--- src/inc/smct_pkg.sv ---
`default_nettype none
package smct_pkg;
  // ==========================================================
  // register map (byte addresses)
  localparam int ADDR_W = 5;
  localparam logic [4:0] ADDR_CTRL = 5'h00;
  localparam logic [4:0] ADDR_CONFIG = 5'h04;
  localparam logic [4:0] ADDR_BAUD = 5'h08;
  localparam logic [4:0] ADDR_TXDATA = 5'h0C;
  localparam logic [4:0] ADDR_RXDATA = 5'h10;
  localparam logic [4:0] ADDR_STATUS = 5'h14;

  // ==========================================================
  // field positions
  localparam int CTRL_MASTER_BIT = 2;
  localparam int CTRL_PHASE_BIT = 3;
  localparam int CFG_POL_BIT = 6;
  localparam int CFG_LEN_LSB = 0;
  localparam int CFG_LEN_W = 4;
  localparam int BAUD_W = 7;
  localparam int STAT_BUSY_BIT = 0;
  localparam int STAT_RXFULL_BIT = 1;
  localparam int STAT_TXFULL_BIT = 2;
  localparam int STAT_TXEMPTY_BIT = 3;

  // ==========================================================
  // reset values
  localparam logic CTRL_MASTER_RST = 1'b0;
  localparam logic CTRL_PHASE_RST = 1'b0;
  localparam logic CFG_POL_RST = 1'b0;
  localparam logic [3:0] CFG_LEN_RST = 4'hF;
  localparam logic [6:0] BAUD_RST = 7'h7F;

  // ==========================================================
  // clock divider
  localparam logic [6:0] BRR_SMALL_MAX = 7'h02;
  localparam logic [7:0] DIV_FLOOR = 8'h04;
  localparam int CLK_MHZ = 250;
  localparam int SCLK_MAX_MHZ = 20;
  localparam int SCLK_MIN_DIV = (CLK_MHZ + SCLK_MAX_MHZ - 1) / SCLK_MAX_MHZ;

  // ==========================================================
  // frame sequencer states
  typedef enum logic [4:0] {
    ST_IDLE = 5'h01,
    ST_LEAD = 5'h02,
    ST_ACTIVE = 5'h04,
    ST_REST = 5'h08,
    ST_TRAIL = 5'h10
  } smct_state_t;
endpackage
`default_nettype wire

--- src/rtl/smct_fifo.sv ---
`timescale 1ns/100ps
`default_nettype none
module smct_fifo #(
  parameter int WIDTH = 16,
  parameter int DEPTH = 4
) (
  // clock and reset
  input wire logic clk,
  input wire logic rstn,
  // fill side
  input wire logic inValid,
  output logic inReady,
  input wire logic [WIDTH-1:0] inData,
  // drain side
  output logic outValid,
  input wire logic outReady,
  output logic [WIDTH-1:0] outData
);
  localparam int AW = (DEPTH > 1) ? $clog2(DEPTH) : 1;

  if (DEPTH < 2 || (1 << AW) != DEPTH || WIDTH < 1) begin : g_bad
    $error("fifo depth must be a power of two of at least 2");
  end

  logic [WIDTH-1:0] mem [DEPTH];
  logic [AW:0] wrPtr;
  logic [AW:0] rdPtr;
  wire logic [AW:0] fill = wrPtr - rdPtr;
  wire logic push = inValid & inReady;
  wire logic pop = outValid & outReady;

  assign inReady = fill != (AW+1)'(DEPTH);
  assign outValid = fill != '0;
  assign outData = mem[rdPtr[AW-1:0]];

  always_ff @(posedge clk or negedge rstn) begin
    if (!rstn) begin
      wrPtr <= '0;
      rdPtr <= '0;
    end else begin
      if (push) wrPtr <= wrPtr + 1'b1;
      if (pop) rdPtr <= rdPtr + 1'b1;
    end
  end

  always_ff @(posedge clk) begin
    if (push) mem[wrPtr[AW-1:0]] <= inData;
  end
endmodule // smct_fifo
`default_nettype wire

--- src/rtl/smct_spi_master.sv ---
// Contract
// - master drives clock and enable when selected
// - control bit picks clock phase scheme
// - polarity bit picks active clock edge
// - period four, else baud value plus one
// - odd divisor: first half shorter by one cycle
// - enable leads by half period, trails by half period in phase zero only
// - phase zero: shift leading, sample trailing
// - phase one: present early, sample active
`timescale 1ns/100ps
`default_nettype none
module smct_spi_master #(
  parameter int DW = 16,
  parameter int FIFO_DEPTH = 4
) (
  // clock and reset
  input wire logic clk,
  input wire logic rstn,
  // avalon-mm slave
  input wire logic [smct_pkg::ADDR_W-1:0] avs_address,
  input wire logic avs_read,
  input wire logic avs_write,
  input wire logic [31:0] avs_writedata,
  input wire logic [3:0] avs_byteenable,
  output logic [31:0] avs_readdata,
  output logic avs_waitrequest,
  // serial pins
  output logic serialClock,
  output logic serialClockOe,
  output logic masterOutData,
  output logic masterOutDataOe,
  output logic slaveEnableN,
  output logic slaveEnableNOe,
  input wire logic masterInData
);
  if (DW != (1 << smct_pkg::CFG_LEN_W)) begin : g_bad
    $error("data width must match the word length field");
  end

  // ==========================================================
  // helpers
  function automatic logic [7:0] sclkPeriod(input logic [6:0] brr);
    sclkPeriod = (brr <= smct_pkg::BRR_SMALL_MAX) ? smct_pkg::DIV_FLOOR
                 : {1'b0, brr} + 8'h01;
  endfunction

  function automatic logic [6:0] firstHalf(input logic [7:0] per);
    firstHalf = per[7:1];
  endfunction

  // ==========================================================
  // declarations
  smct_pkg::smct_state_t state;
  smct_pkg::smct_state_t next_state;
  logic ctrlMaster;
  logic ctrlPhase;
  logic cfgPol;
  logic [smct_pkg::CFG_LEN_W-1:0] cfgLen;
  logic [smct_pkg::BAUD_W-1:0] baudRate;
  logic frmPhase;
  logic frmPol;
  logic [smct_pkg::CFG_LEN_W-1:0] frmLen;
  logic [7:0] frmPeriod;
  logic [6:0] tmr;
  logic [smct_pkg::CFG_LEN_W-1:0] bitIdx;
  logic [DW-1:0] txShift;
  logic [DW-1:0] rxShift;
  logic [DW-1:0] rxData;
  logic rxFull;
  logic rdPending;
  logic misoMeta;
  logic misoSync;
  logic fifoInReady;
  logic fifoOutValid;
  logic [DW-1:0] fifoOutData;
  logic [7:0] stCnt;

  // ==========================================================
  // input synchroniser
  always_ff @(posedge clk or negedge rstn) begin
    if (!rstn) begin
      misoMeta <= 1'b0;
      misoSync <= 1'b0;
    end else begin
      misoMeta <= masterInData;
      misoSync <= misoMeta;
    end
  end

  // ==========================================================
  // bus decode
  wire logic selCtrl = avs_address == smct_pkg::ADDR_CTRL;
  wire logic selCfg = avs_address == smct_pkg::ADDR_CONFIG;
  wire logic selBaud = avs_address == smct_pkg::ADDR_BAUD;
  wire logic selTx = avs_address == smct_pkg::ADDR_TXDATA;
  wire logic selRx = avs_address == smct_pkg::ADDR_RXDATA;
  wire logic selStat = avs_address == smct_pkg::ADDR_STATUS;
  wire logic rdWait = avs_read & ~rdPending;
  wire logic wrWait = avs_write & selTx & ~fifoInReady;
  wire logic wrTake = avs_write & ~wrWait;
  wire logic rdTake = avs_read & rdPending;
  wire logic lowLane = wrTake & avs_byteenable[0];
  wire logic [31:0] laneMask = {{8{avs_byteenable[3]}}, {8{avs_byteenable[2]}},
                                {8{avs_byteenable[1]}}, {8{avs_byteenable[0]}}};
  wire logic [DW-1:0] txWord = avs_writedata[DW-1:0] & laneMask[DW-1:0];
  wire logic busy = state != smct_pkg::ST_IDLE;

  wire logic [31:0] ctrlWord = 32'(({31'h0, ctrlPhase} << smct_pkg::CTRL_PHASE_BIT)
                               | ({31'h0, ctrlMaster} << smct_pkg::CTRL_MASTER_BIT));
  wire logic [31:0] cfgWord = 32'(({31'h0, cfgPol} << smct_pkg::CFG_POL_BIT)
                              | ({28'h0, cfgLen} << smct_pkg::CFG_LEN_LSB));
  wire logic [31:0] statWord = 32'(({31'h0, busy} << smct_pkg::STAT_BUSY_BIT)
                               | ({31'h0, rxFull} << smct_pkg::STAT_RXFULL_BIT)
                               | ({31'h0, ~fifoInReady} << smct_pkg::STAT_TXFULL_BIT)
                               | ({31'h0, ~fifoOutValid} << smct_pkg::STAT_TXEMPTY_BIT));
  wire logic [31:0] rdMux = selCtrl ? ctrlWord
                          : selCfg ? cfgWord
                          : selBaud ? {25'h0, baudRate}
                          : selRx ? {{(32-DW){1'b0}}, rxData}
                          : selStat ? statWord
                          : 32'h0;

  // reads wait one cycle so the answer comes from a flop
  assign avs_waitrequest = rdWait | wrWait;

  always_ff @(posedge clk or negedge rstn) begin
    if (!rstn) begin
      rdPending <= 1'b0;
      avs_readdata <= 32'h0;
    end else begin
      rdPending <= rdWait;
      if (rdWait) avs_readdata <= rdMux;
    end
  end

  // ==========================================================
  // control registers
  always_ff @(posedge clk or negedge rstn) begin
    if (!rstn) begin
      ctrlMaster <= smct_pkg::CTRL_MASTER_RST;
      ctrlPhase <= smct_pkg::CTRL_PHASE_RST;
      cfgPol <= smct_pkg::CFG_POL_RST;
      cfgLen <= smct_pkg::CFG_LEN_RST;
      baudRate <= smct_pkg::BAUD_RST;
    end else if (lowLane) begin
      if (selCtrl) begin
        ctrlMaster <= avs_writedata[smct_pkg::CTRL_MASTER_BIT];
        ctrlPhase <= avs_writedata[smct_pkg::CTRL_PHASE_BIT];
      end
      if (selCfg) begin
        cfgPol <= avs_writedata[smct_pkg::CFG_POL_BIT];
        cfgLen <= avs_writedata[smct_pkg::CFG_LEN_LSB +: smct_pkg::CFG_LEN_W];
      end
      if (selBaud) baudRate <= avs_writedata[smct_pkg::BAUD_W-1:0];
    end
  end

  // ==========================================================
  // transmit buffer
  wire logic startFrame = (state == smct_pkg::ST_IDLE) & ctrlMaster & fifoOutValid;

  smct_fifo #(
    .WIDTH(DW),
    .DEPTH(FIFO_DEPTH)
  ) u_txFifo (
    .clk(clk),
    .rstn(rstn),
    .inValid(avs_write & selTx),
    .inReady(fifoInReady),
    .inData(txWord),
    .outValid(fifoOutValid),
    .outReady(startFrame),
    .outData(fifoOutData)
  );

  // ==========================================================
  // frame sequencer
  wire logic [6:0] halfA = firstHalf(frmPeriod);
  wire logic [6:0] halfB = 7'(frmPeriod - {1'b0, halfA});
  wire logic tmrDone = tmr == 7'h01;
  wire logic lastBit = bitIdx == frmLen;
  wire logic edgeOut = tmrDone & (state == smct_pkg::ST_LEAD | state == smct_pkg::ST_REST);
  wire logic edgeBack = tmrDone & (state == smct_pkg::ST_ACTIVE);
  // phase one samples on the leading edge, phase zero on the trailing one
  wire logic sampleEv = frmPhase ? edgeOut : edgeBack;
  wire logic shiftEv = frmPhase ? (edgeBack & ~lastBit)
                       : (edgeOut & (bitIdx != '0));
  wire logic frameEnd = busy & (next_state == smct_pkg::ST_IDLE);
  wire logic polSel = busy ? frmPol : cfgPol;
  wire logic [DW-1:0] lenMask = {DW{1'b1}} >> (smct_pkg::CFG_LEN_W'(DW - 1) - frmLen);

  always_comb begin
    next_state = state;
    case (state)
      smct_pkg::ST_IDLE: if (startFrame) next_state = smct_pkg::ST_LEAD;
      smct_pkg::ST_LEAD: if (tmrDone) next_state = smct_pkg::ST_ACTIVE;
      smct_pkg::ST_ACTIVE: begin
        if (tmrDone) begin
          if (!lastBit) next_state = smct_pkg::ST_REST;
          else if (frmPhase) next_state = smct_pkg::ST_IDLE;
          else next_state = smct_pkg::ST_TRAIL;
        end
      end
      smct_pkg::ST_REST: if (tmrDone) next_state = smct_pkg::ST_ACTIVE;
      smct_pkg::ST_TRAIL: if (tmrDone) next_state = smct_pkg::ST_IDLE;
      default: next_state = smct_pkg::ST_IDLE;
    endcase
  end

  // active level half is the shorter one on odd divisors
  wire logic [6:0] next_tmr = (next_state == smct_pkg::ST_REST) ? halfB
                              : (state == smct_pkg::ST_IDLE)
                              ? firstHalf(sclkPeriod(baudRate)) : halfA;

  always_ff @(posedge clk or negedge rstn) begin
    if (!rstn) begin
      state <= smct_pkg::ST_IDLE;
      tmr <= 7'h01;
    end else begin
      state <= next_state;
      tmr <= (next_state != state) ? next_tmr : tmr - 7'h01;
    end
  end

  always_ff @(posedge clk or negedge rstn) begin
    if (!rstn) begin
      frmPhase <= smct_pkg::CTRL_PHASE_RST;
      frmPol <= smct_pkg::CFG_POL_RST;
      frmLen <= smct_pkg::CFG_LEN_RST;
      frmPeriod <= smct_pkg::DIV_FLOOR;
    end else if (startFrame) begin
      frmPhase <= ctrlPhase;
      frmPol <= cfgPol;
      frmLen <= cfgLen;
      frmPeriod <= sclkPeriod(baudRate);
    end
  end

  // ==========================================================
  // shifters and pins
  always_ff @(posedge clk or negedge rstn) begin
    if (!rstn) begin
      bitIdx <= '0;
      txShift <= '0;
      rxShift <= '0;
    end else begin
      if (startFrame) bitIdx <= '0;
      else if (edgeBack) bitIdx <= bitIdx + 1'b1;
      if (startFrame) txShift <= fifoOutData << (smct_pkg::CFG_LEN_W'(DW - 1) - cfgLen);
      else if (shiftEv) txShift <= {txShift[DW-2:0], 1'b0};
      if (sampleEv) rxShift <= {rxShift[DW-2:0], misoSync};
    end
  end

  always_ff @(posedge clk or negedge rstn) begin
    if (!rstn) begin
      serialClock <= smct_pkg::CFG_POL_RST;
      slaveEnableN <= 1'b1;
      rxData <= '0;
      rxFull <= 1'b0;
    end else begin
      serialClock <= (next_state == smct_pkg::ST_ACTIVE) ^ polSel;
      slaveEnableN <= next_state == smct_pkg::ST_IDLE;
      if (frameEnd) rxData <= rxShift & lenMask;
      // a word that lands while software reads keeps the flag set
      if (frameEnd) rxFull <= 1'b1;
      else if (rdTake & selRx) rxFull <= 1'b0;
    end
  end

  assign masterOutData = txShift[DW-1];
  assign serialClockOe = ctrlMaster;
  assign slaveEnableNOe = ctrlMaster;
  assign masterOutDataOe = ctrlMaster;

  // ==========================================================
  // checks
  always_ff @(posedge clk or negedge rstn) begin
    if (!rstn) stCnt <= 8'h01;
    else stCnt <= (next_state != state) ? 8'h01 : stCnt + 8'h01;
  end

  chk_start_needs_master: assert property (
    @(posedge clk) disable iff (!rstn)
    $fell(slaveEnableN) |-> $past(ctrlMaster) && serialClockOe == ctrlMaster)
    else $error("frame started outside master mode");

  chk_phase_latched: assert property (
    @(posedge clk) disable iff (!rstn)
    startFrame |=> frmPhase == $past(ctrlPhase) && state == smct_pkg::ST_LEAD)
    else $error("frame phase not taken from control bit");

  chk_active_level: assert property (
    @(posedge clk) disable iff (!rstn)
    state == smct_pkg::ST_ACTIVE |-> serialClock == !frmPol && !slaveEnableN)
    else $error("serial clock not at active level");

  chk_period_value: assert property (
    @(posedge clk) disable iff (!rstn)
    startFrame ##1 1'b1 |-> frmPeriod == (($past(baudRate) <= 7'h02) ? 8'h04
                                         : {1'b0, $past(baudRate)} + 8'h01))
    else $error("serial clock period mismatch");

  chk_half_split: assert property (
    @(posedge clk) disable iff (!rstn)
    (state == smct_pkg::ST_REST && next_state == smct_pkg::ST_ACTIVE)
    |-> stCnt == frmPeriod - {1'b0, frmPeriod[7:1]} && $past(stCnt, 1) >= 8'h01)
    else $error("idle half of serial clock wrong length");

  chk_active_half: assert property (
    @(posedge clk) disable iff (!rstn)
    (state == smct_pkg::ST_ACTIVE && next_state != smct_pkg::ST_ACTIVE)
    |-> stCnt == {1'b0, frmPeriod[7:1]})
    else $error("active half of serial clock wrong length");

  chk_enable_lead: assert property (
    @(posedge clk) disable iff (!rstn)
    $fell(slaveEnableN) |-> serialClock == frmPol
    ##0 (state == smct_pkg::ST_LEAD && serialClock == frmPol) [*2])
    else $error("slave enable lead too short");

  chk_enable_trail: assert property (
    @(posedge clk) disable iff (!rstn)
    (state == smct_pkg::ST_TRAIL && next_state == smct_pkg::ST_IDLE)
    |-> stCnt == {1'b0, frmPeriod[7:1]} ##1 slaveEnableN)
    else $error("slave enable trail wrong");

  chk_ph0_shift_edge: assert property (
    @(posedge clk) disable iff (!rstn)
    (!frmPhase && $past(busy) && busy && $changed(masterOutData))
    |-> state == smct_pkg::ST_ACTIVE && $past(state) != smct_pkg::ST_ACTIVE)
    else $error("phase zero data moved off the leading edge");

  chk_ph0_sample: assert property (
    @(posedge clk) disable iff (!rstn)
    (!frmPhase && $past(state) == smct_pkg::ST_ACTIVE && state != smct_pkg::ST_ACTIVE)
    |-> rxShift[0] == $past(misoSync) && serialClock == frmPol)
    else $error("phase zero sample missed the trailing edge");

  chk_ph1_sample: assert property (
    @(posedge clk) disable iff (!rstn)
    (frmPhase && state == smct_pkg::ST_ACTIVE && $past(state) != smct_pkg::ST_ACTIVE)
    |-> rxShift[0] == $past(misoSync) && $stable(masterOutData))
    else $error("phase one sample missed the active edge");

  chk_idle_level: assert property (
    @(posedge clk) disable iff (!rstn)
    (state == smct_pkg::ST_IDLE && $past(state) == smct_pkg::ST_IDLE)
    |-> serialClock == $past(cfgPol))
    else $error("idle clock level does not follow polarity");
endmodule // smct_spi_master
`default_nettype wire

--- config.mk ---
export PLATFORM = sky130hd
export DESIGN_NAME = smct_spi_master
export DESIGN_NICKNAME = d
export VERILOG_FILES = /design/src/inc/smct_pkg.sv /design/src/rtl/smct_fifo.sv /design/src/rtl/smct_spi_master.sv
export SDC_FILE = /design/constraint.sdc
export NUM_CORES = 1
export LEC_CHECK = 0
export ABC_CLOCK_PERIOD_IN_PS = 5000
export BUFFER_PORTS_ARGS = -buffer_cell sky130_fd_sc_hd__buf_2
export CAP_MARGIN = 20
export CORE_ASPECT_RATIO = 2
export CORE_MARGIN = 4
export CORE_UTILIZATION = 57
export CTS_CLUSTER_SIZE = 30
export DETAILED_ROUTE_END_ITERATION = 12
export MAX_ROUTING_LAYER = met4
export PLACE_DENSITY = 0.86
export SYNTH_ARGS = -nofsm -noshare
export SYNTH_HDL_FRONTEND = slang
export SYNTH_SLANG_ARGS = --single-unit
--- constraint.sdc ---
create_clock -name clk -period 5 [get_ports clk]
set_input_delay 1 -clock clk [delete_from_list [all_inputs] [get_ports clk]]
set_output_delay 1 -clock clk [all_outputs]
set_load 0.1 [all_outputs]
## Word-level counts from Yosys, hierarchy flattened

Memory sizes are Yosys's and may differ from the RTL's.
Index checks and enable logic that the tools add are counted.

- Output and inout port bits: 39
- Bits in registers: 136
- Memories kept: 1
- RAM bits: 64
- Input bits: 46
- Logic and storage cells: 123

- Muxes and demuxes: 27
- Shift operators: 2
- Reductions and logical operators: 10
- $add $sub $neg: 9
- Bitwise operators: 31
- $lt $le $gt $ge: 1
- Equality and inequality tests: 18

Memories:

| memory | depth | width | read ports | clocked after Yosys merged registers in | wr ports | RTL line | text |
|---|---|---|---|---|---|---|---|
| u_txFifo.mem | 4 | 16 | 1 | 0 | 1 | smct_fifo.sv:25 | `logic [WIDTH-1:0] mem [DEPTH];` |

Operator list:

| cell | count |
|---|---|
| $mux W16 | 6 |
| $and A16 B16 Y16 | 2 |
| $mux W5 | 6 |
| $mux W7 | 3 |
| $eq A5 B4 Y1 const B | 4 |
| $pmux W5 S4 | 1 |
| $and A1 B1 Y1 | 16 |
| $shl A16 B4 Y16 | 1 |
| $shr A16 B4 Y16 const A | 1 |
| $eq A5 B3 Y1 const B | 3 |
| $eq A5 B5 Y1 const B | 3 |
| $mux W4 | 3 |
| $eq A5 B1 Y1 const B | 2 |
| $add A7 B1 Y8 const B | 1 |
| $mux W8 | 1 |
| $sub A4 B4 Y4 const A | 2 |
| $eq A7 B1 Y1 const B | 1 |
| $le A7 B2 Y1 const B | 1 |
| $mux W1 | 7 |
| $or A7 B4 Y7 | 1 |
| $sub A7 B1 Y7 const B | 1 |
| $sub A7 B7 Y7 | 1 |
| $add A3 B1 Y3 const B | 2 |
| $reduce_and A2 Y1 | 3 |
| other kinds (19) | 26 |

## Logic depth before layout (Yosys ltp)

Gate-level depths: netlist of the first run.

- Word-level depth: 10
- Depth in mapped cells: 11
- Gate-level depth less buffers: 9

## Modules after synthesis

From an unflattened synthesis of the first run, not the netlist that was laid out.

- Cells, all modules: 789
- Area total of the unflattened synthesis: 9544.2 µm²

Modules (own cells, without submodules):

| module | instances | area each (µm²) | sequential area each (µm²) | cells an instance |
|---|---|---|---|---|
| smct_spi_master | 1 | 6792.8 | 2876.5 | 668 |
| smct_fifo | 1 | 2751.4 | 2072.0 | 121 |

## Worst setup path before layout of the first run

No wires, ideal clock.

- Kind: flip-flop to output port
- Start: register u_txFifo.rdPtr[1]
- End: output port avs_waitrequest
- Stages on the path, launching flop included: 9
- Data required time: 4.000 ns
- Slack: 0.146 ns
- Buffers on the path: 1
- Arrival time: 3.854 ns
- Path through: dfrtp_1 > clkbuf_1 > clkinv_1 > ha_1 > nor2b_1 > xnor2_1 > nor2b_1 > inv_1 > o21ai_0

- Longest elaborated chain between the ends: 5

Ends and longest elaborated chain:

| what | RTL line | text |
|---|---|---|
| start, declared | smct_fifo.sv:27 | `logic [AW:0] rdPtr;` |
| start signal, assigned | smct_fifo.sv:42 | `if (pop) rdPtr <= rdPtr + 1'b1;` |
| $sub A3 B3 Y3 | smct_fifo.sv:28 | `wire logic [AW:0] fill = wrPtr - rdPtr;` |
| $ne A3 B3 Y1 | smct_fifo.sv:32 | `assign inReady = fill != (AW+1)'(DEPTH);` |
| $not A1 Y1 | smct_spi_master.sv:99 | `wire logic wrWait = avs_write & selTx & ~fifoInReady;` |
| $and A1 B1 Y1 | smct_spi_master.sv:99 |  |
| $or A1 B1 Y1 | smct_spi_master.sv:124 | `assign avs_waitrequest = rdWait \| wrWait;` |
| end, declared | smct_spi_master.sv:26 | `output logic avs_waitrequest,` |

Every way passes these cells.

## Worst setup path after layout of the first run

Ends and elaborated chain as after synthesis.

==> run summary, run 1 <==
leading cell type in the layout, fill and taps excluded: sky130_fd_sc_hd__dfrtp_1
total via count in the routed design: 6627
initial antenna violation count: 1
cell area after synthesis: 9580 um^2
R2R setup slack: 1.50 ns
run status: completed
fraction of final layout cells sized beyond drive strength 1: 19.2%
number of remaining DRC errors: 0
net switching fraction of the power: 38.0%
post-detailed-placement cell area: 9860 um^2
number of flops mapped to enable cells by yosys: 64
final critical-path required period: 4.30 ns
internal power contribution: 3090 uW
width of the chip: 99.7 um
core box area: 16400 um^2
tightest hold margin: 0.354 ns
kind of critical path: register to output port
quantity of hold-fixing buffers added after cts: 0
count of maximum capacitance violations: 0
Sink Count: 184
final weighted congestion of routability-driven global placement: 0.975
origin of the worst setup path: u_txFifo.rdPtr[1]$_DFFE_PN0P_
Final Hold Viols: 0
peak ir drop on the vdd network: 0.285 mV
overall die height: 191 um
deepest clock path buffer count: 2
vias per cell: 6.15
Max-Slew Margin vs Limit: 41.0%
endpoint with the worst hold slack: misoSync$_DFF_PN0_
Gate Count Post-Synth: 834
filler instances: 1229
H-tree depth: 4
share of synthesized flip-flops with an asynchronous set or reset: 65.2%
final number of max-transition violations: 0
synthesized area divided by synthesized cell count: 11.5 um^2
Net Sw Power: 1890 uW
leftover overflow at the end of global routing: 0
vias in the first global route: 6704
Crit Path Max Fanout: 15
CTS tree: yes
clk_lat worst skew: 0.44 ns
antenna viol nets, final: 0
buffers added on ports: 50
num rows: 66
cell at the root of the clock tree: sky130_fd_sc_hd__clkbuf_16
hpwl dp: 15700 um
initial standard-cell utilization of the core: 58.6%
CTS clock-pin slew for the worst setup and hold paths: 0.08 ns
per-cell routed wire length: 19.9 um
data arrival time of the worst path: 3.30 ns
category of the worst setup path launch point: register
area share of the leading cell type in the synthesized netlist: 26.4%
part of the total power dissipated in sequential elements: 39.7%
Final #Nets: 926
wire length of the first global-routing pass: 34400 um
total length of routed wires: 21500 um
Post-CTS Setup Inserts: 0
global-route usage over all layers: 23.8%
count of different cell masters after synthesis: 70
count of instances resized after the clock tree is built: 0
Design Area, Final: 10500 um^2
highest achievable clock rate: 233 MHz
Seq cells post-synth: 184
final clock period utilization by the worst path: 85.9%
accumulated negative setup slack: 0 ns
element type at the critical path end: output port
I/O pin cnt: 85
portion of total power attributed to the clock network: 27.3%
cell taking the most area after synthesis: sky130_fd_sc_hd__dfrtp_1
Leak: 0.00440 uW
transition time of the tightest slew-check pin: 0.885 ns
sequential share of the synthesized area: 51.7%
count of warnings emitted by yosys: 0
path class of the lowest-slack min-delay path: register to register
number of buffers inserted during clock tree synthesis: 17
layout overhead on the synthesized area: 9.40%
primary flip-flop cell chosen by synthesis mapping: sky130_fd_sc_hd__dfrtp_1
Die Footprint: 19100 um^2
Reg-to-Reg End: u_txFifo.mem[3][12]$_DFFE_PP_
share of the core filled with cells in the final layout: 64.1%
Setup Viol. Count Final: 0
reg2reg start: u_txFifo.rdPtr[1]$_DFFE_PN0P_
Worst Hold Launch: misoMeta$_DFF_PN0_
largest net degree at the start of global routing: 64
Hold Crit Depth: 0
leading post-synthesis cells by cell area: sky130_fd_sc_hd__dfrtp_1 (26%), sky130_fd_sc_hd__edfxtp_1 (20%), sky130_fd_sc_hd__mux4_2 (5.4%)
power per unit of standard cell area: 475 nW/um^2
commonest cells after routing, fill and taps aside: sky130_fd_sc_hd__dfrtp_1 (100), sky130_fd_sc_hd__nand2_1 (70), sky130_fd_sc_hd__edfxtp_1 (64), sky130_fd_sc_hd__o21ai_0 (53), sky130_fd_sc_hd__nor2_1 (52)
unrepaired setup endpoints after global routing: false
Worst Clk Skew: 0.0147 ns
CP required: 4.00 ns
number of cells traversed by the worst register-to-register path: 7
combinational share of power: 33.1%
drt first-iter violations: 400
number of search-and-repair iterations in the first detailed-routing pass: 6
sequential cells by signal, indices dropped and copies added (netlist names), 3 cells and up:
register	cells
cfgLen	4
state	5
avs_readdata	16
rxData	16
u_txFifo.rdPtr	3
tmr	7
frmPeriod	8
u_txFifo.mem	64
baudRate	7
frmLen	4
txShift	16
bitIdx	4
u_txFifo.wrPtr	3
rxShift	16
worst max-delay path, cell delays in order (launching register included):
cell                       delay [ns]
sky130_fd_sc_hd__dfrtp_1         0.69
sky130_fd_sc_hd__clkinv_1        0.46
sky130_fd_sc_hd__ha_1            0.33
sky130_fd_sc_hd__nor2b_1         0.13
sky130_fd_sc_hd__xnor2_1         0.19
sky130_fd_sc_hd__nor2b_1         0.30
sky130_fd_sc_hd__inv_1           0.06
sky130_fd_sc_hd__o21ai_0         0.22
sky130_fd_sc_hd__buf_2           0.48
power by group through the flow:
| stage | Combinational, uW | Sequential (uW) | Clock, uW |
|---|---|---|---|
| 2_1_floorplan | 1300 | 1980 | 0 |
| 3_3_place_gp | 1580 | 1990 | 0 |
| 3_5_place_dp | 1630 | 2000 | 0 |
| 4_1_cts | 1640 | 1970 | 1370 |
| 5_1_grt | 1800 | 2000 | 1430 |
| 6_report | 1650 | 1980 | 1360 |
per-stage QoR:
stage | total power [uW] | setup WS, ns | std cells
6_report | 4980 | 0.703 | 1078
3_3_place_gp | 3570 | 1.34 | 1045
2_1_floorplan | 3280 | 0.146 | 849
3_5_place_dp | 3630 | 1.25 | 1045
5_1_grt | 5240 | 0.536 | 1078
4_1_cts | 4990 | 0.778 | 1077
how the worst max path moves through the flow:
stage	depth (start not counted)	to
floorplan	8	avs_waitrequest
global placement	8	avs_waitrequest
detailed placement	8	avs_waitrequest
CTS	8	avs_waitrequest
global route	8	avs_waitrequest
finish	8	avs_waitrequest
logic make-up after synthesis:
logic type	Yosys count	share of synthesized area (%)
flops	184	51.7
xor+xnor	27	2.47
buf+inv	100	4.90
other cells	1	0.0391
mux	108	14.8
simple gates	227	11.7
compound gates	167	11.7
fa+ha+maj	20	2.69
cells in the mapped netlist, types with 7 or more instances:
master	number
sky130_fd_sc_hd__dfrtp_1	101
sky130_fd_sc_hd__nand2_1	70
sky130_fd_sc_hd__edfxtp_1	64
sky130_fd_sc_hd__o21ai_0	53
sky130_fd_sc_hd__nor2_1	52
sky130_fd_sc_hd__mux2i_1	46
sky130_fd_sc_hd__inv_1	33
sky130_fd_sc_hd__mux2_2	32
sky130_fd_sc_hd__clkbuf_1	30
sky130_fd_sc_hd__and2_1	26
sky130_fd_sc_hd__mux4_2	23
sky130_fd_sc_hd__a21oi_1	20
sky130_fd_sc_hd__buf_4	19
sky130_fd_sc_hd__dfstp_2	19
sky130_fd_sc_hd__ha_1	19
sky130_fd_sc_hd__nor2b_1	17
sky130_fd_sc_hd__a22oi_1	16
sky130_fd_sc_hd__nand3_1	16
sky130_fd_sc_hd__xor2_1	14
sky130_fd_sc_hd__xnor2_1	13
sky130_fd_sc_hd__buf_2	12
sky130_fd_sc_hd__and3_1	11
sky130_fd_sc_hd__a31oi_1	9
sky130_fd_sc_hd__a221oi_1	8
sky130_fd_sc_hd__nand4_1	8
sky130_fd_sc_hd__nor3_1	8
sky130_fd_sc_hd__o22ai_1	8
sky130_fd_sc_hd__mux2_1	7
cell type report:
type | instances | area [um^2] | area share (%)
sequential | 184 | 4950 | 47.2
multi-input combinational | 565 | 4220 | 40.3
clock buffer | 17 | 425 | 4.06
timing repair buffer | 57 | 305 | 2.91
tap | 204 | 255 | 2.44
clock inverter | 15 | 193 | 1.84
inverter | 35 | 131 | 1.25
antenna | 1 | 2.50 | 0.0239
routing by layer:
| layer | GRT usage, % | wire (um) | vias to the layer above |
|---|---|---|---|
| li1 | - | - | 3065 |
| met1 | 24.4 | 7560 | 3267 |
| met2 | 42.6 | 11800 | 226 |
| met3 | 4.27 | 981 | 69 |
| met4 | 12.5 | 1100 | 0 |
| met5 | - | 0 | - |
(Power assumes the default switching activity.)
==> inputs of run 2 (changes only) <==
- BUFFER_PORTS_ARGS: -buffer_cell sky130_fd_sc_hd__buf_2 -> default
- DONT_BUFFER_PORTS: default -> 1
- PLACE_DENSITY: 0.86 -> 0.81
==> run summary, run 2 (synthesis results as in run 1) <==
drt first-iter violations: 491
commonest cells after routing, fill and taps aside: sky130_fd_sc_hd__dfrtp_1 (99), sky130_fd_sc_hd__nand2_1 (70), sky130_fd_sc_hd__edfxtp_1 (64), sky130_fd_sc_hd__nor2_1 (52), sky130_fd_sc_hd__o21ai_0 (52)
final critical-path required period: 4.08 ns
hpwl dp: 15100 um
number of search-and-repair iterations in the first detailed-routing pass: 5
total length of routed wires: 20900 um
global-route usage over all layers: 23.9%
run status: completed
vias per cell: 6.26
count of maximum capacitance violations: 0
path class of the lowest-slack min-delay path: input port to async pin
largest net degree at the start of global routing: 121
metal1 wirelength: 7250 um
total via count in the routed design: 6423
final clock period utilization by the worst path: 81.6%
highest achievable clock rate: 245 MHz
power per unit of standard cell area: 480 nW/um^2
Max-Slew Margin vs Limit: 37.6%
Leak: 0.00417 uW
Final Hold Viols: 0
I/O pin cnt: 85
cell at the root of the clock tree: sky130_fd_sc_hd__clkbuf_16
vias in the first global route: 6489
antenna viol nets, final: 0
quantity of hold-fixing buffers added after cts: 0
Met2 Wirelength: 11800 um
max FFs per register: 64
Final #Nets: 875
clk_lat worst skew: 0.44 ns
width of the chip: 99.7 um
per-cell routed wire length: 20.4 um
CTS tree: yes
leading cell type in the layout, fill and taps excluded: sky130_fd_sc_hd__dfrtp_1
wire length of the first global-routing pass: 34400 um
CP required: 4.00 ns
number of cells after detailed placement: 993
met3 routed wirelength: 983 um
non-filler instance count after layout: 1026
accumulated negative setup slack: 0 ns
Post-CTS Setup Inserts: 0
count of instances resized after the clock tree is built: 0
initial standard-cell utilization of the core: 58.6%
CTS clock-pin slew for the worst setup and hold paths: 0.07 ns
final number of max-transition violations: 0
PnR Total Power: 4910 uW
number of buffers inserted during clock tree synthesis: 17
leftover overflow at the end of global routing: 0
Sink Count: 184
final weighted congestion of routability-driven global placement: 0.976
Die Footprint: 19100 um^2
diodes inserted: 0
data arrival time of the worst path: 3.08 ns
initial antenna violation count: 0
num rows: 66
Setup Viol. Count Final: 0
fraction of final layout cells sized beyond drive strength 1: 14.5%
element type at the critical path end: output port
core box area: 16400 um^2
layout overhead on the synthesized area: 6.61%
Crit Path Max Fanout: 15
number of remaining DRC errors: 0
category of the worst setup path launch point: register
H-tree depth: 4
peak ir drop on the vdd network: 0.272 mV
overall die height: 191 um
buffers added on ports: 0
tightest hold margin: 0.266 ns
Worst Clk Skew: 0.0134 ns
transition time of the tightest slew-check pin: 0.936 ns
share of the core filled with cells in the final layout: 62.5%
unrepaired setup endpoints after global routing: false
deepest clock path buffer count: 2
DR top layer: met4
kind of critical path: register to output port
## run 2: cell count changes in the layout (fill, tap and decap cells not counted), moves of 3 or more
cell	change
sky130_fd_sc_hd__buf_4	-3
sky130_fd_sc_hd__inv_8	+4
sky130_fd_sc_hd__clkinv_8	-5
sky130_fd_sc_hd__buf_2	-49
## run 2: report_power, final
| group | switching (uW) | leakage [uW] | internal, uW |
|---|---|---|---|
| Clock | 652 | 0.000288 | 686 |
| Sequential | 334 | 0.00213 | 1760 |
| Combinational | 847 | 0.00176 | 630 |
| Total | 1830 | 0.00417 | 3070 |
## run 2: area by class of cell
class	instances	area, um^2
sequential	184	4950
multi-input combinational	565	4220
timing repair buffer	6	65.1
tap	204	255
clock buffer	18	439
clock inverter	14	146
inverter	35	131
fill	1282	6140
## run 2: metrics by stage
stage / worst slack, ns / instance area, um^2
2_1_floorplan: 0.146 / 9640
3_3_place_gp: 1.46 / 9600
3_5_place_dp: 1.43 / 9600
4_1_cts: 0.935 / 10200
5_1_grt: 0.749 / 10200
6_report: 0.919 / 10200
## run 2: worst max-delay path, stage by stage, from the launching register on
cell and delay, ns:
sky130_fd_sc_hd__dfrtp_1 0.68, sky130_fd_sc_hd__clkinv_1 0.44, sky130_fd_sc_hd__ha_1 0.33, sky130_fd_sc_hd__nor2b_1 0.15, sky130_fd_sc_hd__xnor2_1 0.19, sky130_fd_sc_hd__nor2b_1 0.29
sky130_fd_sc_hd__inv_1 0.09, sky130_fd_sc_hd__o21ai_2 0.16, sky130_fd_sc_hd__buf_4 0.31
## run 2: routing by layer
layer  GRT usage [%]  vias to the layer above
met5               -                        -
met4            12.2                        0
met3            3.47                       57
met2            42.8                      221
met1            25.1                     3180
li1                -                     2965
## run 2: final timing paths
check	from	to	slack, ns	cells after the start
max in group asynchronous	rstn	frmLen[3]$_DFFE_PN1P_	4.44	0
max	u_txFifo.rdPtr[1]$_DFFE_PN0P_	avs_waitrequest	0.92	8
min	rstn	u_txFifo.wrPtr[0]$_DFFE_PN0P_	0.27	0
max reg2reg	u_txFifo.rdPtr[1]$_DFFE_PN0P_	u_txFifo.mem[1][15]$_DFFE_PP_	1.50	7
min in group clk	misoMeta$_DFF_PN0_	misoSync$_DFF_PN0_	0.35	0
min reg2reg	misoMeta$_DFF_PN0_	misoSync$_DFF_PN0_	0.35	0
